[src/hdl/pefm_pkg.sv]
// Package: register map, field positions and reset values for the fault monitor
package pefm_pkg;
  localparam int PEFM_AW = 6;
  localparam logic [PEFM_AW-1:0] PEFM_OFF_CTRL = 6'h00;
  localparam logic [PEFM_AW-1:0] PEFM_OFF_STATUS = 6'h04;
  localparam logic [PEFM_AW-1:0] PEFM_OFF_MASK = 6'h08;
  localparam logic [PEFM_AW-1:0] PEFM_OFF_TONER_LOW = 6'h0C;
  localparam logic [PEFM_AW-1:0] PEFM_OFF_TONER_OUT = 6'h10;
  localparam logic [PEFM_AW-1:0] PEFM_OFF_STATE = 6'h14;
  localparam logic [PEFM_AW-1:0] PEFM_OFF_ERRCODE = 6'h18;
  localparam int PEFM_NFLT = 7;
  localparam int PEFM_F_TAG = 0;
  localparam int PEFM_F_ABSENT = 1;
  localparam int PEFM_F_LOW = 2;
  localparam int PEFM_F_OUT = 3;
  localparam int PEFM_F_BEAM = 4;
  localparam int PEFM_F_START = 5;
  localparam int PEFM_F_ROT = 6;
  localparam int PEFM_C_START = 0;
  localparam int PEFM_C_PRINT = 1;
  localparam int PEFM_C_STOP = 2;
  localparam logic [1:0] PEFM_RESP_OKAY = 2'h0;
  localparam logic [1:0] PEFM_RESP_SLVERR = 2'h2;
  localparam logic [7:0] PEFM_TONER_LOW_RST = 8'h20;
  localparam logic [7:0] PEFM_TONER_OUT_RST = 8'h08;
  localparam logic [PEFM_NFLT-1:0] PEFM_MASK_RST = 7'h00;
  localparam logic [3:0] PEFM_ERR_NONE = 4'h0;
  localparam logic [3:0] PEFM_ERR_NO_BEAM = 4'h1;
  localparam logic [3:0] PEFM_ERR_BEAM_RDY = 4'h2;
  localparam logic [3:0] PEFM_ERR_MOT_START = 4'h3;
  localparam logic [3:0] PEFM_ERR_BEAM_START = 4'h4;
  localparam logic [3:0] PEFM_ERR_MOT_PRINT = 4'h5;
  localparam logic [3:0] PEFM_ERR_BEAM_PRINT = 4'h6;
  typedef enum logic [1:0] {PEFM_IDLE, PEFM_START, PEFM_READY, PEFM_PRINT} pefm_scan_e;
endpackage

[src/hdl/pefm_scan_if.sv]
// Interface: scanner supervision control and fault results between top and scanner watcher
`timescale 1ns/1ps
interface pefm_scan_if;
  logic start;
  logic print;
  logic stop;
  logic beam_pulse;
  logic motor_locked;
  logic fault;
  logic [3:0] err_code;
  logic [1:0] state;
  modport top (output start, output print, output stop, output beam_pulse, output motor_locked,
    input fault, input err_code, input state);
  modport watch (input start, input print, input stop, input beam_pulse, input motor_locked,
    output fault, output err_code, output state);
endinterface

[src/hdl/pefm_scan_watch.sv]
// Scanner watcher: beam sweep and motor speed supervision per phase
`timescale 1ns/1ps
module pefm_scan_watch #(
  parameter int START_TMO = 100000,
  parameter int READY_TMO = 20000,
  parameter int PRINT_TMO = 20000,
  parameter int BEAM_NOM = 1000,
  parameter int BEAM_TOL = 20
) (
  input wire logic ref_clk_in,
  input wire logic rst_n_in,
  pefm_scan_if.watch sif
);
  import pefm_pkg::*;
  pefm_scan_e state;
  logic [31:0] phase_cnt;
  logic [31:0] gap_cnt;
  logic seen_beam;
  logic good_gap;
  logic fault;
  logic [3:0] err_code;
  wire gap_ok = sif.beam_pulse && seen_beam && (gap_cnt >= 32'(BEAM_NOM - BEAM_TOL))
    && (gap_cnt <= 32'(BEAM_NOM + BEAM_TOL));
  wire start_tmo = (state == PEFM_START) && (phase_cnt >= 32'(START_TMO));
  wire ready_tmo = (state == PEFM_READY) && (phase_cnt >= 32'(READY_TMO));
  wire print_tmo = (state == PEFM_PRINT) && (phase_cnt >= 32'(PRINT_TMO));
  // Fault arbitration fixes one error code per event
  logic [3:0] next_err;
  always_comb begin
    next_err = PEFM_ERR_NONE;
    if (start_tmo && !seen_beam) begin
      next_err = PEFM_ERR_NO_BEAM;
    end else if (start_tmo && !sif.motor_locked) begin
      next_err = PEFM_ERR_MOT_START;
    end else if (start_tmo && !good_gap) begin
      next_err = PEFM_ERR_BEAM_START;
    end else if (ready_tmo) begin
      next_err = PEFM_ERR_BEAM_RDY;
    end else if (print_tmo && !sif.motor_locked) begin
      next_err = PEFM_ERR_MOT_PRINT;
    end else if (print_tmo) begin
      next_err = PEFM_ERR_BEAM_PRINT;
    end
  end
  always_ff @(posedge ref_clk_in or negedge rst_n_in) begin
    if (!rst_n_in) begin
      state <= PEFM_IDLE;
      phase_cnt <= '0;
      gap_cnt <= '0;
      seen_beam <= 1'b0;
      good_gap <= 1'b0;
      fault <= 1'b0;
      err_code <= PEFM_ERR_NONE;
    end else begin
      fault <= 1'b0;
      gap_cnt <= sif.beam_pulse ? 32'h0 : gap_cnt + 32'h1;
      if (sif.beam_pulse) begin
        seen_beam <= 1'b1;
      end
      if (gap_ok) begin
        good_gap <= 1'b1;
      end
      phase_cnt <= phase_cnt + 32'h1;
      if (next_err != PEFM_ERR_NONE) begin
        fault <= 1'b1;
        err_code <= next_err;
        state <= PEFM_IDLE;
      end else if (sif.stop) begin
        state <= PEFM_IDLE;
      end else begin
        case (state)
          PEFM_IDLE: begin
            if (sif.start) begin
              state <= PEFM_START;
              phase_cnt <= '0;
              seen_beam <= 1'b0;
              good_gap <= 1'b0;
            end
          end
          PEFM_START: begin
            if (seen_beam && good_gap && sif.motor_locked) begin
              state <= PEFM_READY;
              phase_cnt <= '0;
            end
          end
          PEFM_READY, PEFM_PRINT: begin
            // Each good interval rearms the watchdog; in print it must also come with motor locked
            if (gap_ok && (state == PEFM_READY || sif.motor_locked)) begin
              phase_cnt <= '0;
            end
            if (state == PEFM_READY && sif.print) begin
              state <= PEFM_PRINT;
              phase_cnt <= '0;
            end else if (state == PEFM_PRINT && !sif.print) begin
              state <= PEFM_READY;
              phase_cnt <= '0;
            end
          end
          default: state <= PEFM_IDLE;
        endcase
      end
    end
  end
  assign sif.fault = fault;
  assign sif.err_code = err_code;
  assign sif.state = state;
endmodule

[src/hdl/pefm_top.sv]
// Top: print engine fault monitor with AXI4-Lite registers and interrupt
//
// Our own choices: register access over AXI4-Lite and the register offsets.
`timescale 1ns/1ps
module pefm_top #(
  parameter int START_TMO = 100000,
  parameter int READY_TMO = 20000,
  parameter int PRINT_TMO = 20000,
  parameter int BEAM_NOM = 1000,
  parameter int BEAM_TOL = 20
) (
  input wire logic ref_clk_in,
  input wire logic rst_n_in,
  input wire logic [pefm_pkg::PEFM_AW-1:0] s_axi_awaddr_in,
  input wire logic s_axi_awvalid_in,
  output logic s_axi_awready_out,
  input wire logic [31:0] s_axi_wdata_in,
  input wire logic [3:0] s_axi_wstrb_in,
  input wire logic s_axi_wvalid_in,
  output logic s_axi_wready_out,
  output logic [1:0] s_axi_bresp_out,
  output logic s_axi_bvalid_out,
  input wire logic s_axi_bready_in,
  input wire logic [pefm_pkg::PEFM_AW-1:0] s_axi_araddr_in,
  input wire logic s_axi_arvalid_in,
  output logic s_axi_arready_out,
  output logic [31:0] s_axi_rdata_out,
  output logic [1:0] s_axi_rresp_out,
  output logic s_axi_rvalid_out,
  input wire logic s_axi_rready_in,
  input wire logic cartridge_present_sensor_in,
  input wire logic door_closed_in,
  input wire logic tag_access_done_in,
  input wire logic tag_access_fail_in,
  input wire logic [7:0] toner_level_in,
  input wire logic beam_sweep_pulse_in,
  input wire logic motor_locked_in,
  output logic irq_out
);
  import pefm_pkg::*;
  pefm_scan_if sif ();

  // Pin synchronisers: stage one feeds stage two only
  logic [4:0] sync1;
  logic [4:0] sync2;
  logic [7:0] toner1;
  logic [7:0] toner2;
  always_ff @(posedge ref_clk_in or negedge rst_n_in) begin
    if (!rst_n_in) begin
      sync1 <= '0;
      sync2 <= '0;
      toner1 <= '0;
      toner2 <= '0;
    end else begin
      sync1 <= {motor_locked_in, beam_sweep_pulse_in, tag_access_fail_in, tag_access_done_in,
        door_closed_in};
      sync2 <= sync1;
      toner1 <= toner_level_in;
      toner2 <= toner1;
    end
  end
  wire door_s = sync2[0];
  wire tag_done_s = sync2[1];
  wire tag_fail_s = sync2[2];
  wire beam_s = sync2[3];
  wire lock_s = sync2[4];
  logic door_d;
  logic tag_done_d;
  logic beam_d;
  logic por_done;
  wire door_rise = door_s && !door_d;
  wire beam_rise = beam_s && !beam_d;
  // Tag failure is a qualified completion edge so one failed access sets once
  wire tag_err_ev = tag_done_s && !tag_done_d && tag_fail_s;
  // Presence sampled every cycle of the power-on window or on door close
  logic pres1;
  logic pres2;
  wire pres_sample = !por_done || door_rise;
  wire absent_ev = pres_sample && !pres2;

  // Registers
  logic [2:0] ctrl_pulse;
  logic [PEFM_NFLT-1:0] status;
  logic [PEFM_NFLT-1:0] mask;
  logic [7:0] toner_low_thr;
  logic [7:0] toner_out_thr;
  logic print_en;
  wire toner_out_ev = toner2 < toner_out_thr;
  wire toner_low_ev = toner2 < toner_low_thr;
  logic [PEFM_NFLT-1:0] ev;
  always_comb begin
    ev = '0;
    ev[PEFM_F_TAG] = tag_err_ev;
    ev[PEFM_F_ABSENT] = absent_ev;
    ev[PEFM_F_LOW] = toner_low_ev;
    ev[PEFM_F_OUT] = toner_out_ev;
    ev[PEFM_F_BEAM] = sif.fault && (sif.err_code == PEFM_ERR_NO_BEAM || sif.err_code == PEFM_ERR_BEAM_RDY);
    ev[PEFM_F_START] = sif.fault && (sif.err_code == PEFM_ERR_MOT_START || sif.err_code == PEFM_ERR_BEAM_START);
    ev[PEFM_F_ROT] = sif.fault && (sif.err_code == PEFM_ERR_MOT_PRINT || sif.err_code == PEFM_ERR_BEAM_PRINT);
  end

  // AXI4-Lite write: address and data taken in either order, response after both
  logic aw_held;
  logic w_held;
  logic [PEFM_AW-1:0] aw_addr;
  logic [31:0] w_data;
  logic [3:0] w_strb;
  logic bvalid;
  logic [1:0] bresp;
  assign s_axi_awready_out = !aw_held && !bvalid;
  assign s_axi_wready_out = !w_held && !bvalid;
  wire aw_fire = s_axi_awvalid_in && s_axi_awready_out;
  wire w_fire = s_axi_wvalid_in && s_axi_wready_out;
  wire [PEFM_AW-1:0] wr_addr = aw_held ? aw_addr : s_axi_awaddr_in;
  wire [31:0] wr_data = w_held ? w_data : s_axi_wdata_in;
  wire [3:0] wr_strb = w_held ? w_strb : s_axi_wstrb_in;
  wire wr_go = (aw_held || aw_fire) && (w_held || w_fire) && !bvalid;
  wire wr_lane0 = wr_go && wr_strb[0];
  wire wr_ctrl = wr_lane0 && wr_addr == PEFM_OFF_CTRL;
  wire wr_stat = wr_lane0 && wr_addr == PEFM_OFF_STATUS;
  wire wr_mask = wr_lane0 && wr_addr == PEFM_OFF_MASK;
  wire wr_low = wr_lane0 && wr_addr == PEFM_OFF_TONER_LOW;
  wire wr_out = wr_lane0 && wr_addr == PEFM_OFF_TONER_OUT;

  function automatic logic addr_known(input logic [PEFM_AW-1:0] a);
    return a == PEFM_OFF_CTRL || a == PEFM_OFF_STATUS || a == PEFM_OFF_MASK || a == PEFM_OFF_TONER_LOW
      || a == PEFM_OFF_TONER_OUT || a == PEFM_OFF_STATE || a == PEFM_OFF_ERRCODE;
  endfunction

  always_ff @(posedge ref_clk_in or negedge rst_n_in) begin
    if (!rst_n_in) begin
      aw_held <= 1'b0;
      w_held <= 1'b0;
      aw_addr <= '0;
      w_data <= '0;
      w_strb <= '0;
      bvalid <= 1'b0;
      bresp <= PEFM_RESP_OKAY;
    end else begin
      if (aw_fire && !wr_go) begin
        aw_held <= 1'b1;
        aw_addr <= s_axi_awaddr_in;
      end
      if (w_fire && !wr_go) begin
        w_held <= 1'b1;
        w_data <= s_axi_wdata_in;
        w_strb <= s_axi_wstrb_in;
      end
      if (wr_go) begin
        aw_held <= 1'b0;
        w_held <= 1'b0;
        bvalid <= 1'b1;
        bresp <= addr_known(wr_addr) ? PEFM_RESP_OKAY : PEFM_RESP_SLVERR;
      end else if (bvalid && s_axi_bready_in) begin
        bvalid <= 1'b0;
      end
    end
  end
  assign s_axi_bvalid_out = bvalid;
  assign s_axi_bresp_out = bresp;

  // Register state; status set wins over a same-cycle write-one clear
  always_ff @(posedge ref_clk_in or negedge rst_n_in) begin
    if (!rst_n_in) begin
      status <= '0;
      mask <= PEFM_MASK_RST;
      toner_low_thr <= PEFM_TONER_LOW_RST;
      toner_out_thr <= PEFM_TONER_OUT_RST;
      ctrl_pulse <= '0;
      print_en <= 1'b0;
      door_d <= 1'b0;
      tag_done_d <= 1'b0;
      beam_d <= 1'b0;
      por_done <= 1'b0;
      pres1 <= 1'b0;
      pres2 <= 1'b0;
    end else begin
      door_d <= door_s;
      tag_done_d <= tag_done_s;
      beam_d <= beam_s;
      pres1 <= cartridge_present_sensor_in;
      pres2 <= pres1;
      // Hold the power-on sample window until the delayed door input door_d reads closed
      if (!por_done && pres_sample) begin
        por_done <= door_d;
      end
      status <= (status & ~(wr_stat ? wr_data[PEFM_NFLT-1:0] : '0)) | ev;
      if (wr_mask) begin
        mask <= wr_data[PEFM_NFLT-1:0];
      end
      if (wr_low) begin
        toner_low_thr <= wr_data[7:0];
      end
      if (wr_out) begin
        toner_out_thr <= wr_data[7:0];
      end
      ctrl_pulse <= wr_ctrl ? wr_data[2:0] : 3'h0;
      if (wr_ctrl) begin
        print_en <= wr_data[PEFM_C_PRINT];
      end
    end
  end

  // Scanner watcher
  assign sif.start = ctrl_pulse[PEFM_C_START];
  assign sif.stop = ctrl_pulse[PEFM_C_STOP];
  assign sif.print = print_en;
  assign sif.beam_pulse = beam_rise;
  assign sif.motor_locked = lock_s;
  pefm_scan_watch #(
    .START_TMO(START_TMO),
    .READY_TMO(READY_TMO),
    .PRINT_TMO(PRINT_TMO),
    .BEAM_NOM(BEAM_NOM),
    .BEAM_TOL(BEAM_TOL)
  ) u_watch (
    .ref_clk_in(ref_clk_in),
    .rst_n_in(rst_n_in),
    .sif(sif)
  );

  // AXI4-Lite read: one outstanding read, data registered
  logic rvalid;
  logic [31:0] rdata;
  logic [1:0] rresp;
  assign s_axi_arready_out = !rvalid;
  wire ar_fire = s_axi_arvalid_in && s_axi_arready_out;
  logic [31:0] rd_mux;
  always_comb begin
    rd_mux = 32'h0;
    case (s_axi_araddr_in)
      PEFM_OFF_CTRL: rd_mux = {30'h0, print_en, 1'b0};
      PEFM_OFF_STATUS: rd_mux = 32'(status);
      PEFM_OFF_MASK: rd_mux = 32'(mask);
      PEFM_OFF_TONER_LOW: rd_mux = {24'h0, toner_low_thr};
      PEFM_OFF_TONER_OUT: rd_mux = {24'h0, toner_out_thr};
      PEFM_OFF_STATE: rd_mux = {22'h0, pres2, 5'h0, toner2[1:0] & 2'h0, sif.state};
      PEFM_OFF_ERRCODE: rd_mux = {28'h0, sif.err_code};
      default: rd_mux = 32'h0;
    endcase
  end
  always_ff @(posedge ref_clk_in or negedge rst_n_in) begin
    if (!rst_n_in) begin
      rvalid <= 1'b0;
      rdata <= '0;
      rresp <= PEFM_RESP_OKAY;
    end else begin
      if (ar_fire) begin
        rvalid <= 1'b1;
        rdata <= rd_mux;
        rresp <= addr_known(s_axi_araddr_in) ? PEFM_RESP_OKAY : PEFM_RESP_SLVERR;
      end else if (rvalid && s_axi_rready_in) begin
        rvalid <= 1'b0;
      end
    end
  end
  assign s_axi_rvalid_out = rvalid;
  assign s_axi_rdata_out = rdata;
  assign s_axi_rresp_out = rresp;

  // Level interrupt, no registered stage so clears act at once
  assign irq_out = |(status & mask);
endmodule

[config.mk]
export PLATFORM = sky130hd
export DESIGN_NAME = pefm_top
export DESIGN_NICKNAME = d
export VERILOG_FILES = /design/src/hdl/pefm_pkg.sv /design/src/hdl/pefm_scan_if.sv /design/src/hdl/pefm_scan_watch.sv /design/src/hdl/pefm_top.sv
export SDC_FILE = /design/constraint.sdc
export NUM_CORES = 1
export LEC_CHECK = 0
export BUFFER_PORTS_ARGS = -buffer_cell sky130_fd_sc_hd__buf_4
export CAP_MARGIN = 20
export CORE_MARGIN = 2
export CORE_UTILIZATION = 58
export DETAILED_ROUTE_END_ITERATION = 10
export GPL_TIMING_DRIVEN = 0
export HOLD_SLACK_MARGIN = 0.06
export PLACE_DENSITY_LB_ADDON = 0.25
export SYNTH_ARGS = -nofsm -noshare
export SYNTH_HDL_FRONTEND = slang
export SYNTH_HIERARCHICAL = 1
export SYNTH_SLANG_ARGS = --single-unit
[constraint.sdc]
create_clock -name ref_clk_in -period 3.04 [get_ports ref_clk_in]
set_input_delay 0.304 -clock ref_clk_in [delete_from_list [all_inputs] [get_ports ref_clk_in]]
set_output_delay 0.304 -clock ref_clk_in [all_outputs]
set_load 0.01 [all_outputs]
==> results of run 1 <==
## layer usage
layer / up-vias / global-route usage / routed length [um]
met2: 189 / 0.4171 / 8955
met5: - / 0 / 0
met4: 0 / 0.08549 / 386
met3: 40 / 0.06180 / 802
met1: 3023 / 0.3113 / 7275
li1: 2922 / - / -
## how the worst max path moves through the flow
stage	cells after the start	slack, ps	endpoint
2_1_floorplan	7	690	u_watch/phase_cnt[25]
3_3_place_gp	7	390	u_watch/phase_cnt[12]
3_5_place_dp	7	350	u_watch/phase_cnt[9]
4_1_cts	7	330	u_watch/phase_cnt[9]
5_1_grt	7	120	u_watch/phase_cnt[6]
6_report	7	360	u_watch/phase_cnt[6]
## placed cells by master, fill, tap and decap left out, drive strengths merged, types with 12 or more instances in the layout
cell,instances
dfrtp,165
nor4,12
nand4,23
dlygate4sd3,17
nand3,39
mux2,53
nand2,45
and3,19
a21oi,17
xor2,39
buf,98
conb,26
nor3,16
ha,18
clkbuf,34
inv,32
xnor2,15
nor2,84
o21ai,22
## report_power, final
group          leakage, nW  switching (W)  total (W)  internal, W
sequential            2.15       0.000300    0.00286      0.00256
clock                0.260       0.000838    0.00203      0.00119
combinational         2.01       0.000697    0.00139     0.000697
total                 4.42        0.00184    0.00628      0.00445
## synthesized netlist by cell type (all sizes together), types with 4 or more instances
master   count
o2bb2ai      5
o21ai       22
a2111oi      6
xnor2       15
nand3       39
a22o         5
and3        19
nand4       23
inv         32
nor2b       11
nor2        84
nor3        16
ha          18
buf         39
and4         6
o32ai        5
dfrtp      165
xor2        39
o21a         4
nand3b       4
or3         10
nand2       45
a21o         5
nor3b        5
or4          4
mux2        53
clkbuf       9
a21oi       17
a22oi        7
nand2b       6
nor4        12
## kinds of logic after synthesis
logic type	Yosys count	share of synthesized area
and+or+nand+nor	292	0.1833
DFF	167	0.5113
AOI/OAI and AO/OA	101	0.08951
buffers and inverters	80	0.05416
muxes	55	0.07543
xor gates and xnor gates	54	0.05783
adders and majority gates	18	0.02754
other	2	0.0009183
## cell type report
class                           instances  area [sq um]  share of cell area
Sequential cell                       167          4182              0.4316
Tap cell                              180         225.2             0.02324
Timing Repair Buffer                   76         640.6             0.06612
Multi-Input combinational cell        546          3643              0.3760
Buffer                                 48         322.8             0.03332
Inverter                               32         120.1             0.01240
Clock inverter                          7         70.07            0.007231
Clock buffer                           25         485.5             0.05010
## worst register-to-register path: cells and delay by family (launching register included)
family | cells | cell delay (ps)
flip-flops | 1 | 420
AND/OR/NAND/NOR | 4 | 1210
AO/OA/AOI/OAI | 2 | 710
buffers and inverters | 1 | 220
## state kept, by name, summed over array words and instances, names as in the netlist, 5 cells and up
register and flops:
u_watch/gap_cnt 32, status 7, sync2 5, s_axi_rdata_out 9
mask 7, w_data 8, toner1 8, toner2 8
toner_low_thr 8, aw_addr 6, sync1 5, u_watch/phase_cnt 32
toner_out_thr 8
## metrics by stage
step                hold slack (ps)  cells    util  area (sq um)
floorplan                     8.409    793       -          8268
global placement              332.7   1031  0.6457          8929
detailed placement            235.3   1032  0.6483          8964
CTS                           60.00   1080  0.7000          9679
global route                  111.5   1081  0.7008          9689
finish                        125.8   1081  0.7008          9689
==> results.md, run 1 <==
* Run status: completed
* Seq cells post-synth at between 150 and 200
* Largest net degree at the start of global routing at about 120
* Post-route ant nets at 0
* Final Cycle Share at 0.8806
* RSZ-0062 raised after global routing: no
* Clock Tree Root: clkbuf_16
* Post-synthesis async set-or-reset flop share at 1.000
* N_diodes at 0
* Overall Power at around 0.0063 W
* Min Clock Period, post-route at about 2700 ps
* Via count at slightly above 6k
* DRC Markers at 0
* CP cell instances: or4_1 -> or3_1 -> nor4_2 -> o2bb2ai_1 -> a2111oi_4 -> buf_6 -> nor2_1
* Synth unique cells at 62
* Vias per cell at 5.711
* Worst setup EP type: flip-flop
* Slew Viols, Final at 0
* Die H at roughly 120 um
* Skew final at roughly 5.8 ps
* PD cells at 648.5 nW/um^2
* Nets@finish at 975
* CP Max Fanout at 10
* TritonCTS Buffers at 17
* CTS H-tree lvls at 4
* DR iter-0 viols at around 530
* Min-Delay Path Depth at 2
* Setup ws final at 363.1 ps
* Setup TNS at 0 ps
* Max IR drop VDD at approximately 0.7 mV
* Total core area at between 10000 and 15000 sq um
* Crit path arrival time at 2980 ps
* CTS tree: built
* Crit. Startpoint: u_watch/gap_cnt[16]
* Cell Area, Synth at 8178 sq um
* Hold_sp: s_axi_wdata_in[7]
* Commonest register cell after synthesis: dfrtp_1
* Yosys warns at 6
* Area Overhead vs Synth at 18.48%
* Leak pwr at 4.424 nW
* Hold_buf cts at 16
* Buf/Inv on CP at 1
* CP startpoint kind: flip-flop
* Max clock buf depth at 2
* IO Count at between 100 and 150
* GRT overflow at 0
* TritonRoute pass-1 iters at 5
* Top cells by area, synth: dfrtp_1 50%, mux2_2 7.3%, xor2_1 4.2%
* Worst hold endpoint: w_data[7]
* Worst Setup Path Type: flip-flop to flip-flop
* Syn_area_per_cell at 10.63 sq um
* Area leader, netlist: dfrtp_1
* Worst r2r dst: u_watch/phase_cnt[6]
* Number of global-route vias before repair at about 6.2k
* Initial antenna violation count at 0
* Max-cap violations at 0
* Core Rows at 43
* Top-area cell type share of the netlist area at 0.5049
* Worst-margin pin slew at between 800 and 900 ps
* Port Buf Inserts at 58
* FF-to-FF Start: u_watch/gap_cnt[16]
* Post-CTS sizing at 0
* Worst-Skew Late Latency at about 420 ps
* Overall routed net length at 17.42 mm
* Reg2reg path depth at 7
* Place WS at 345.3 ps
* Fillers at 982
* CP Data Required Time at 3350 ps
* CP max stage cell: a2111oi_4
* Clock-pin slew on the worst setup and hold paths at ~60 ps
* Aggregate global-route resource usage at 0.2476
* Synthesized instance count at 769
* Slew HR at 0.4339
* Clk sink count at about 170
* First-pass GRT wire length at slightly below 30 mm
* Routed len/inst at about 16 um
* Post-synth EDFFs at 0
* Hold crit path type: input port to flip-flop
* Total setup buffers inserted after CTS at 0
* Share of cells above drive strength 1 at 0.2131
* Setup-failing EPs final at 0
* Max Fclk at ~370 MHz
* Starting Density at 0.5914
* Die Area at 15070 sq um
* Slowest stage delay, CP at a little under 600 ps
* Register area share after synthesis at 0.5113
* Placer Congestion at between 0.9 and 1
* Final hold violation count at 0
* Top cell family by delay on the critical path: simple AND/OR/NAND/NOR gates
* Worst R2R Setup Slack at approximately 360 ps
* HPWL Detailed at between 10 and 15 mm
* Die width at 122.7 um
Note: power is estimated with default switching activity, not from simulation.
==> inputs of run 2 (changes only) <==
==> constraint.sdc (replaced) <==
create_clock -name ref_clk_in -period 3.04 [get_ports ref_clk_in]
set_input_delay 0.456 -clock ref_clk_in [delete_from_list [all_inputs] [get_ports ref_clk_in]]
set_output_delay 0.456 -clock ref_clk_in [all_outputs]
set_load 0.01 [all_outputs]
==> run 2 against run 1 <==
Non-clock buffer count is 16 lower. Clock-buffer cell count unchanged. Sequential share of layout area rose by 0.73 points. Maximum frequency shrank 0.13%. Hold slack better by 8.8 ps. Die area unchanged. Critical path depth stayed put. Clock power hardly changed. Global-route usage shrank 0.28 points. Largest cell class unchanged. Highest routed layer unchanged.
==> results.md, run 2 (same netlist as run 1, synthesis figures left out) <==
* Run status: completed
* Clock-pin slew on the worst setup and hold paths at 60 ps
* Crit path arrival time at about 3000 ps
* Slew HR at 0.4254
* FF-to-FF Start: u_watch/gap_cnt[16]
* Final Cycle Share at 0.8817
* Placer Congestion at a little over 0.9
* Initial antenna violation count at 0
* Worst-Skew Late Latency at about 420 ps
* HPWL Detailed at between 10 and 15 mm
* Die Area at between 15000 and 20000 sq um
* Fillers at ~1.0k
* Share of cells above drive strength 1 at 0.2169
* Place WS at between 300 and 400 ps
* TritonCTS Buffers at 17
* Area Overhead vs Synth at 16.52%
* DP Area at 8964 sq um
* Leak pwr at between 4 and 5 nW
* Post-route ant nets at 0
* Largest net degree at the start of global routing at 118
* Die H at 122.7 um
* Port Buf Inserts at just under 60
* Most common cell after layout, fill and taps aside: dfrtp_1
* Overall routed net length at 17.26 mm
* Clock Tree Root: clkbuf_16
* Worst-margin pin slew at roughly 860 ps
* CP Data Required Time at about 3400 ps
* DRC Markers at 0
* TritonRoute pass-1 iters at 5
* Core Rows at 43
* Number of global-route vias before repair at between 6k and 7k
* GRT overflow at 0
* Max clock buf depth at 2
* Setup-failing EPs final at 0
* Setup ws final at ~360 ps
* Post-CTS sizing at 0
* Vias per cell at 5.732
* Via count at between 6k and 7k
* Aggregate global-route resource usage at 0.2448
* CTS H-tree lvls at 4
* Max Fclk at between 300 and 400 MHz
* First-pass GRT wire length at a little under 30 mm
* Clk sink count at around 170
* Most frequent cells in the layout: 165 x dfrtp_1, 85 x buf_4, 84 x nor2_1, 53 x mux2_2, 45 x nand2_1
* Die width at about 120 um
* Starting Density at 0.5914
* Min Clock Period, post-route at ~2700 ps
* Hold_sp: tag_access_fail_in
* DR iter-0 viols at 481
* IO Count at about 110
* Max IR drop VDD at between 0.7 and 0.8 mV
* RSZ-0062 raised after global routing: no
* CP Max Fanout at 10
* Crit. Startpoint: u_watch/gap_cnt[16]
* Setup TNS at 0 ps
* Total core area at about 14000 sq um
* Final hold violation count at 0
* Final Instance Area at around 9500 sq um
* Nets@finish at ~960
* CP startpoint kind: flip-flop
* Worst setup EP type: flip-flop
* CTS tree: built
* Max-cap violations at 0
* N_diodes at 0
* Routed len/inst at around 16 um
* PD cells at 657.5 nW/um^2
* Hold crit path type: input port to flip-flop
* Skew final at slightly below 6 ps
* Worst Setup Path Type: flip-flop to flip-flop
* Slew Viols, Final at 0
* Total setup buffers inserted after CTS at 0
* Finished Core Util at 0.6892
* Hold_buf cts at 1
==> run 2: cell count changes in the layout (fill, tap and decap cells not counted) <==
cell / before / now
dlygate4sd3_1: 17 / 1
==> run 2: path summary, 6_finish.rpt <==
| check | end | slack (ps) | cells after the start |
|---|---|---|---|
| worst max-delay path | u_watch/phase_cnt[6] | 360 | 7 |
| worst min-delay path | sync1[2] | 130 | 1 |
| worst min register to register | toner2[0] | 350 | 0 |
| min in group asynchronous | s_axi_bvalid_out | 530 | 2 |
| worst max register to register | u_watch/phase_cnt[6] | 360 | 7 |
| max in group asynchronous | u_watch/gap_cnt[20] | 1640 | 3 |
==> run 2: layout make-up <==
class / instances / area, sq um / share of cell area
Multi-Input combinational cell: 546 / 3643 / 0.3824
Clock buffer: 25 / 485.5 / 0.05095
Sequential cell: 167 / 4182 / 0.4388
Buffer: 48 / 322.8 / 0.03388
Timing Repair Buffer: 60 / 480.5 / 0.05042
Clock inverter: 7 / 70.07 / 0.007353
Inverter: 32 / 120.1 / 0.01261
Tap cell: 180 / 225.2 / 0.02363
==> run 2: where the power goes <==
part           switching, W  internal [W]
Sequential         0.000300       0.00256
Clock              0.000839       0.00119
Combinational      0.000692      0.000683
Total               0.00183       0.00443
==> run 2: layer usage <==
layer  track usage  wire [um]
met5             0          0
met4       0.08477        377
met3       0.06180        748
met2        0.4116       8840
met1        0.3079       7291
==> run 2: stage by stage <==
step                      hold slack (ps)  instances  total power (W)
after floorplan                     160.4        793         0.003757
after global placement              332.7       1031         0.004157
after detailed placement            336.3       1032         0.004251
after CTS                           121.1       1065         0.006299
after global routing                110.5       1065         0.006617
final                               134.6       1065         0.006266
==> run 2: critical path, cell delays in order (launching register included) <==
cell and delay, ps:
dfrtp_1 420, or4_1 540, or3_1 450, nor4_2 160, o2bb2ai_1 130, a2111oi_4 580, buf_6 220, nor2_1 70
==> inputs of run 3 (changes only) <==
--- a/config.mk
+++ b/config.mk
@@ -7,12 +7,11 @@
 export LEC_CHECK = 0
 export BUFFER_PORTS_ARGS = -buffer_cell sky130_fd_sc_hd__buf_4
 export CAP_MARGIN = 20
-export CORE_MARGIN = 2
 export CORE_UTILIZATION = 58
 export DETAILED_ROUTE_END_ITERATION = 10
 export GPL_TIMING_DRIVEN = 0
 export HOLD_SLACK_MARGIN = 0.06
-export PLACE_DENSITY_LB_ADDON = 0.25
+export PLACE_DENSITY = 0.8
 export SYNTH_ARGS = -nofsm -noshare
 export SYNTH_HDL_FRONTEND = slang
 export SYNTH_HIERARCHICAL = 1
==> run 3 against run 2 <==
Utilization rose by 0.24 points. Critical path depth did not move. Sequential share of layout area fell by 0.16 points. Register-to-register slack got worse by 70 ps. Critical path type unchanged. First-iteration DRC count rose by 0.42%. Non-clock buffer count did not move. Largest cell class unchanged. Critical endpoint is now u_watch/phase_cnt[30].
==> results.md, run 3 (same netlist as run 1, synthesis figures left out) <==
* Most frequent cells in the layout: 165 x dfrtp_1, 85 x buf_4, 84 x nor2_1, 53 x mux2_2, 45 x nand2_1
* Share of cells above drive strength 1 at 0.2215
* Register Area at 4182 sq um
* Largest net degree at the start of global routing at 104
* Skew final at between 10 and 15 ps
* Max clock buf depth at 2
* Initial antenna violation count at 0
* Max IR drop VDD at between 0.4 and 0.5 mV
* N_diodes at 0
* Placer Congestion at 0.8745
* Min Clock Period, post-route at 2747 ps
* DR iter-0 viols at between 400 and 500
* Clock Tree Root: clkbuf_16
* Worst-Skew Late Latency at 430 ps
* Final Instance Area at 9563 sq um
* CP Data Required Time at between 3000 and 4000 ps
* Max-cap violations at 0
* Routed len/inst at 16.46 um
* TritonRoute pass-1 iters at 5
* Aggregate global-route resource usage at 0.2531
* Number of global-route vias before repair at between 6k and 7k
* RSZ-0062 raised after global routing: no
* Clock-pin slew on the worst setup and hold paths at ~70 ps
* Final hold violation count at 0
* Die width at approximately 120 um
* Total setup buffers inserted after CTS at 0
* CTS tree: built
* Core Rows at 43
* DRC Markers at 0
* Slew Viols, Final at 0
* Vias per cell at ~6
* First-pass GRT wire length at 28.79 mm
* Total core area at around 14000 sq um
* Leak pwr at between 4 and 5 nW
* PD cells at 666.0 nW/um^2
* Via count at slightly above 6k
* Worst-margin pin slew at about 830 ps
* Final Cycle Share at 0.9038
* Multi-input gate area at ~3600 sq um
* CP Max Fanout at 10
* CP startpoint kind: flip-flop
* Post-route ant nets at 0
* Fillers at around 1.0k
* Setup-failing EPs final at 0
* Slew HR at 0.4446
* Overall routed net length at 17.53 mm
* Worst setup EP type: flip-flop
* Area Overhead vs Synth at 16.94%
* Die H at 120.7 um
* Clk sink count at 167
* Hold crit path type: input port to flip-flop
* Most common cell after layout, fill and taps aside: dfrtp_1
* Starting Density at 0.5914
* Min-Delay Path Depth at 1
* Run status: completed
* HPWL Detailed at ~13 mm
* Crit path arrival time at about 3000 ps
* GRT overflow at 0
* Worst Setup Path Type: flip-flop to flip-flop
* Reg2reg path depth at 7
* Port Buf Inserts at 58
* CTS H-tree lvls at 4
* Die Area at roughly 15000 sq um
* Nets@finish at approximately 960
* Setup TNS at 0 ps
* TritonCTS Buffers at 17
* IO Count at roughly 110
* DP Area at around 9000 sq um
* Max Fclk at 364.0 MHz
## run 3: changes by cell type in the layout (fill, tap and decap cells not counted)
cell / previous run / this run
clkinvlp_4: 4 / 1
clkinv_4: 0 / 3
buf_8: 1 / 0
buf_6: 4 / 5
clkinv_2: 2 / 4
clkbuf_1: 14 / 10
inv_6: 0 / 1
bufinv_16: 1 / 2
## run 3: per-stage QoR
| stage | power (W) | cells | hold slack (ps) | util | worst slack, ps |
|---|---|---|---|---|---|
| 3_5_place_dp | 0.004243 | 1032 | 336.2 | 0.6480 | 303.9 |
| 6_report | 0.006369 | 1065 | 133.3 | 0.6916 | 292.5 |
| 4_1_cts | 0.006417 | 1065 | 110.1 | 0.6916 | 292.7 |
| 3_3_place_gp | 0.004138 | 1031 | 332.8 | 0.6457 | 325.0 |
| 2_1_floorplan | 0.003757 | 793 | 160.4 | - | 694.4 |
| 5_1_grt | 0.006676 | 1065 | 114.2 | 0.6916 | 177.4 |
## run 3: what timing repair did
item | 4_1_cts | 5_1_grt
hold buffers | 1 | 0
hold endpoints to repair | 64 | 0
resized for setup | 0 | 0
## run 3: worst paths after layout
kind	from	end	slack, ps
setup / recovery	u_watch/gap_cnt[19]	u_watch/phase_cnt[30]	290
hold / removal	motor_locked_in	sync1[4]	130
setup reg to reg	u_watch/gap_cnt[19]	u_watch/phase_cnt[30]	290
hold reg to reg	pres1	pres2	340
max in group asynchronous	rst_n_in	u_watch/gap_cnt[11]	1540
min in group asynchronous	rst_n_in	w_data[6]	590
## run 3: worst max-delay path, cell delays in order, from the launching register on
cell       delay (ps)
dfrtp_1           450
or4_1             540
or3_1             420
nor4_2            170
o2bb2ai_1         140
a2111oi_4         630
buf_6             220
nor2_1             60
## run 3: cell type report
type	count	area share
Multi-Input combinational cell	546	0.3810
Tap cell	180	0.02355
Buffer	48	0.03376
Clock buffer	21	0.04920
Clock inverter	11	0.01282
Timing Repair Buffer	60	0.04985
Inverter	32	0.01256
Sequential cell	167	0.4373
## run 3: where the power goes
part / internal [W] / switching [W]
Sequential: 0.00256 / 0.000304
Clock: 0.00127 / 0.000869
Combinational: 0.000680 / 0.000680
Total: 0.00452 / 0.00185
## run 3: routing by layer
metal	vias up	global-route usage	routed length [um]
li1	2896	-	-
met1	3139	0.3042	7222
met2	173	0.4479	9378
met3	30	0.04340	617
met4	0	0.1057	306
met5	-	0	0
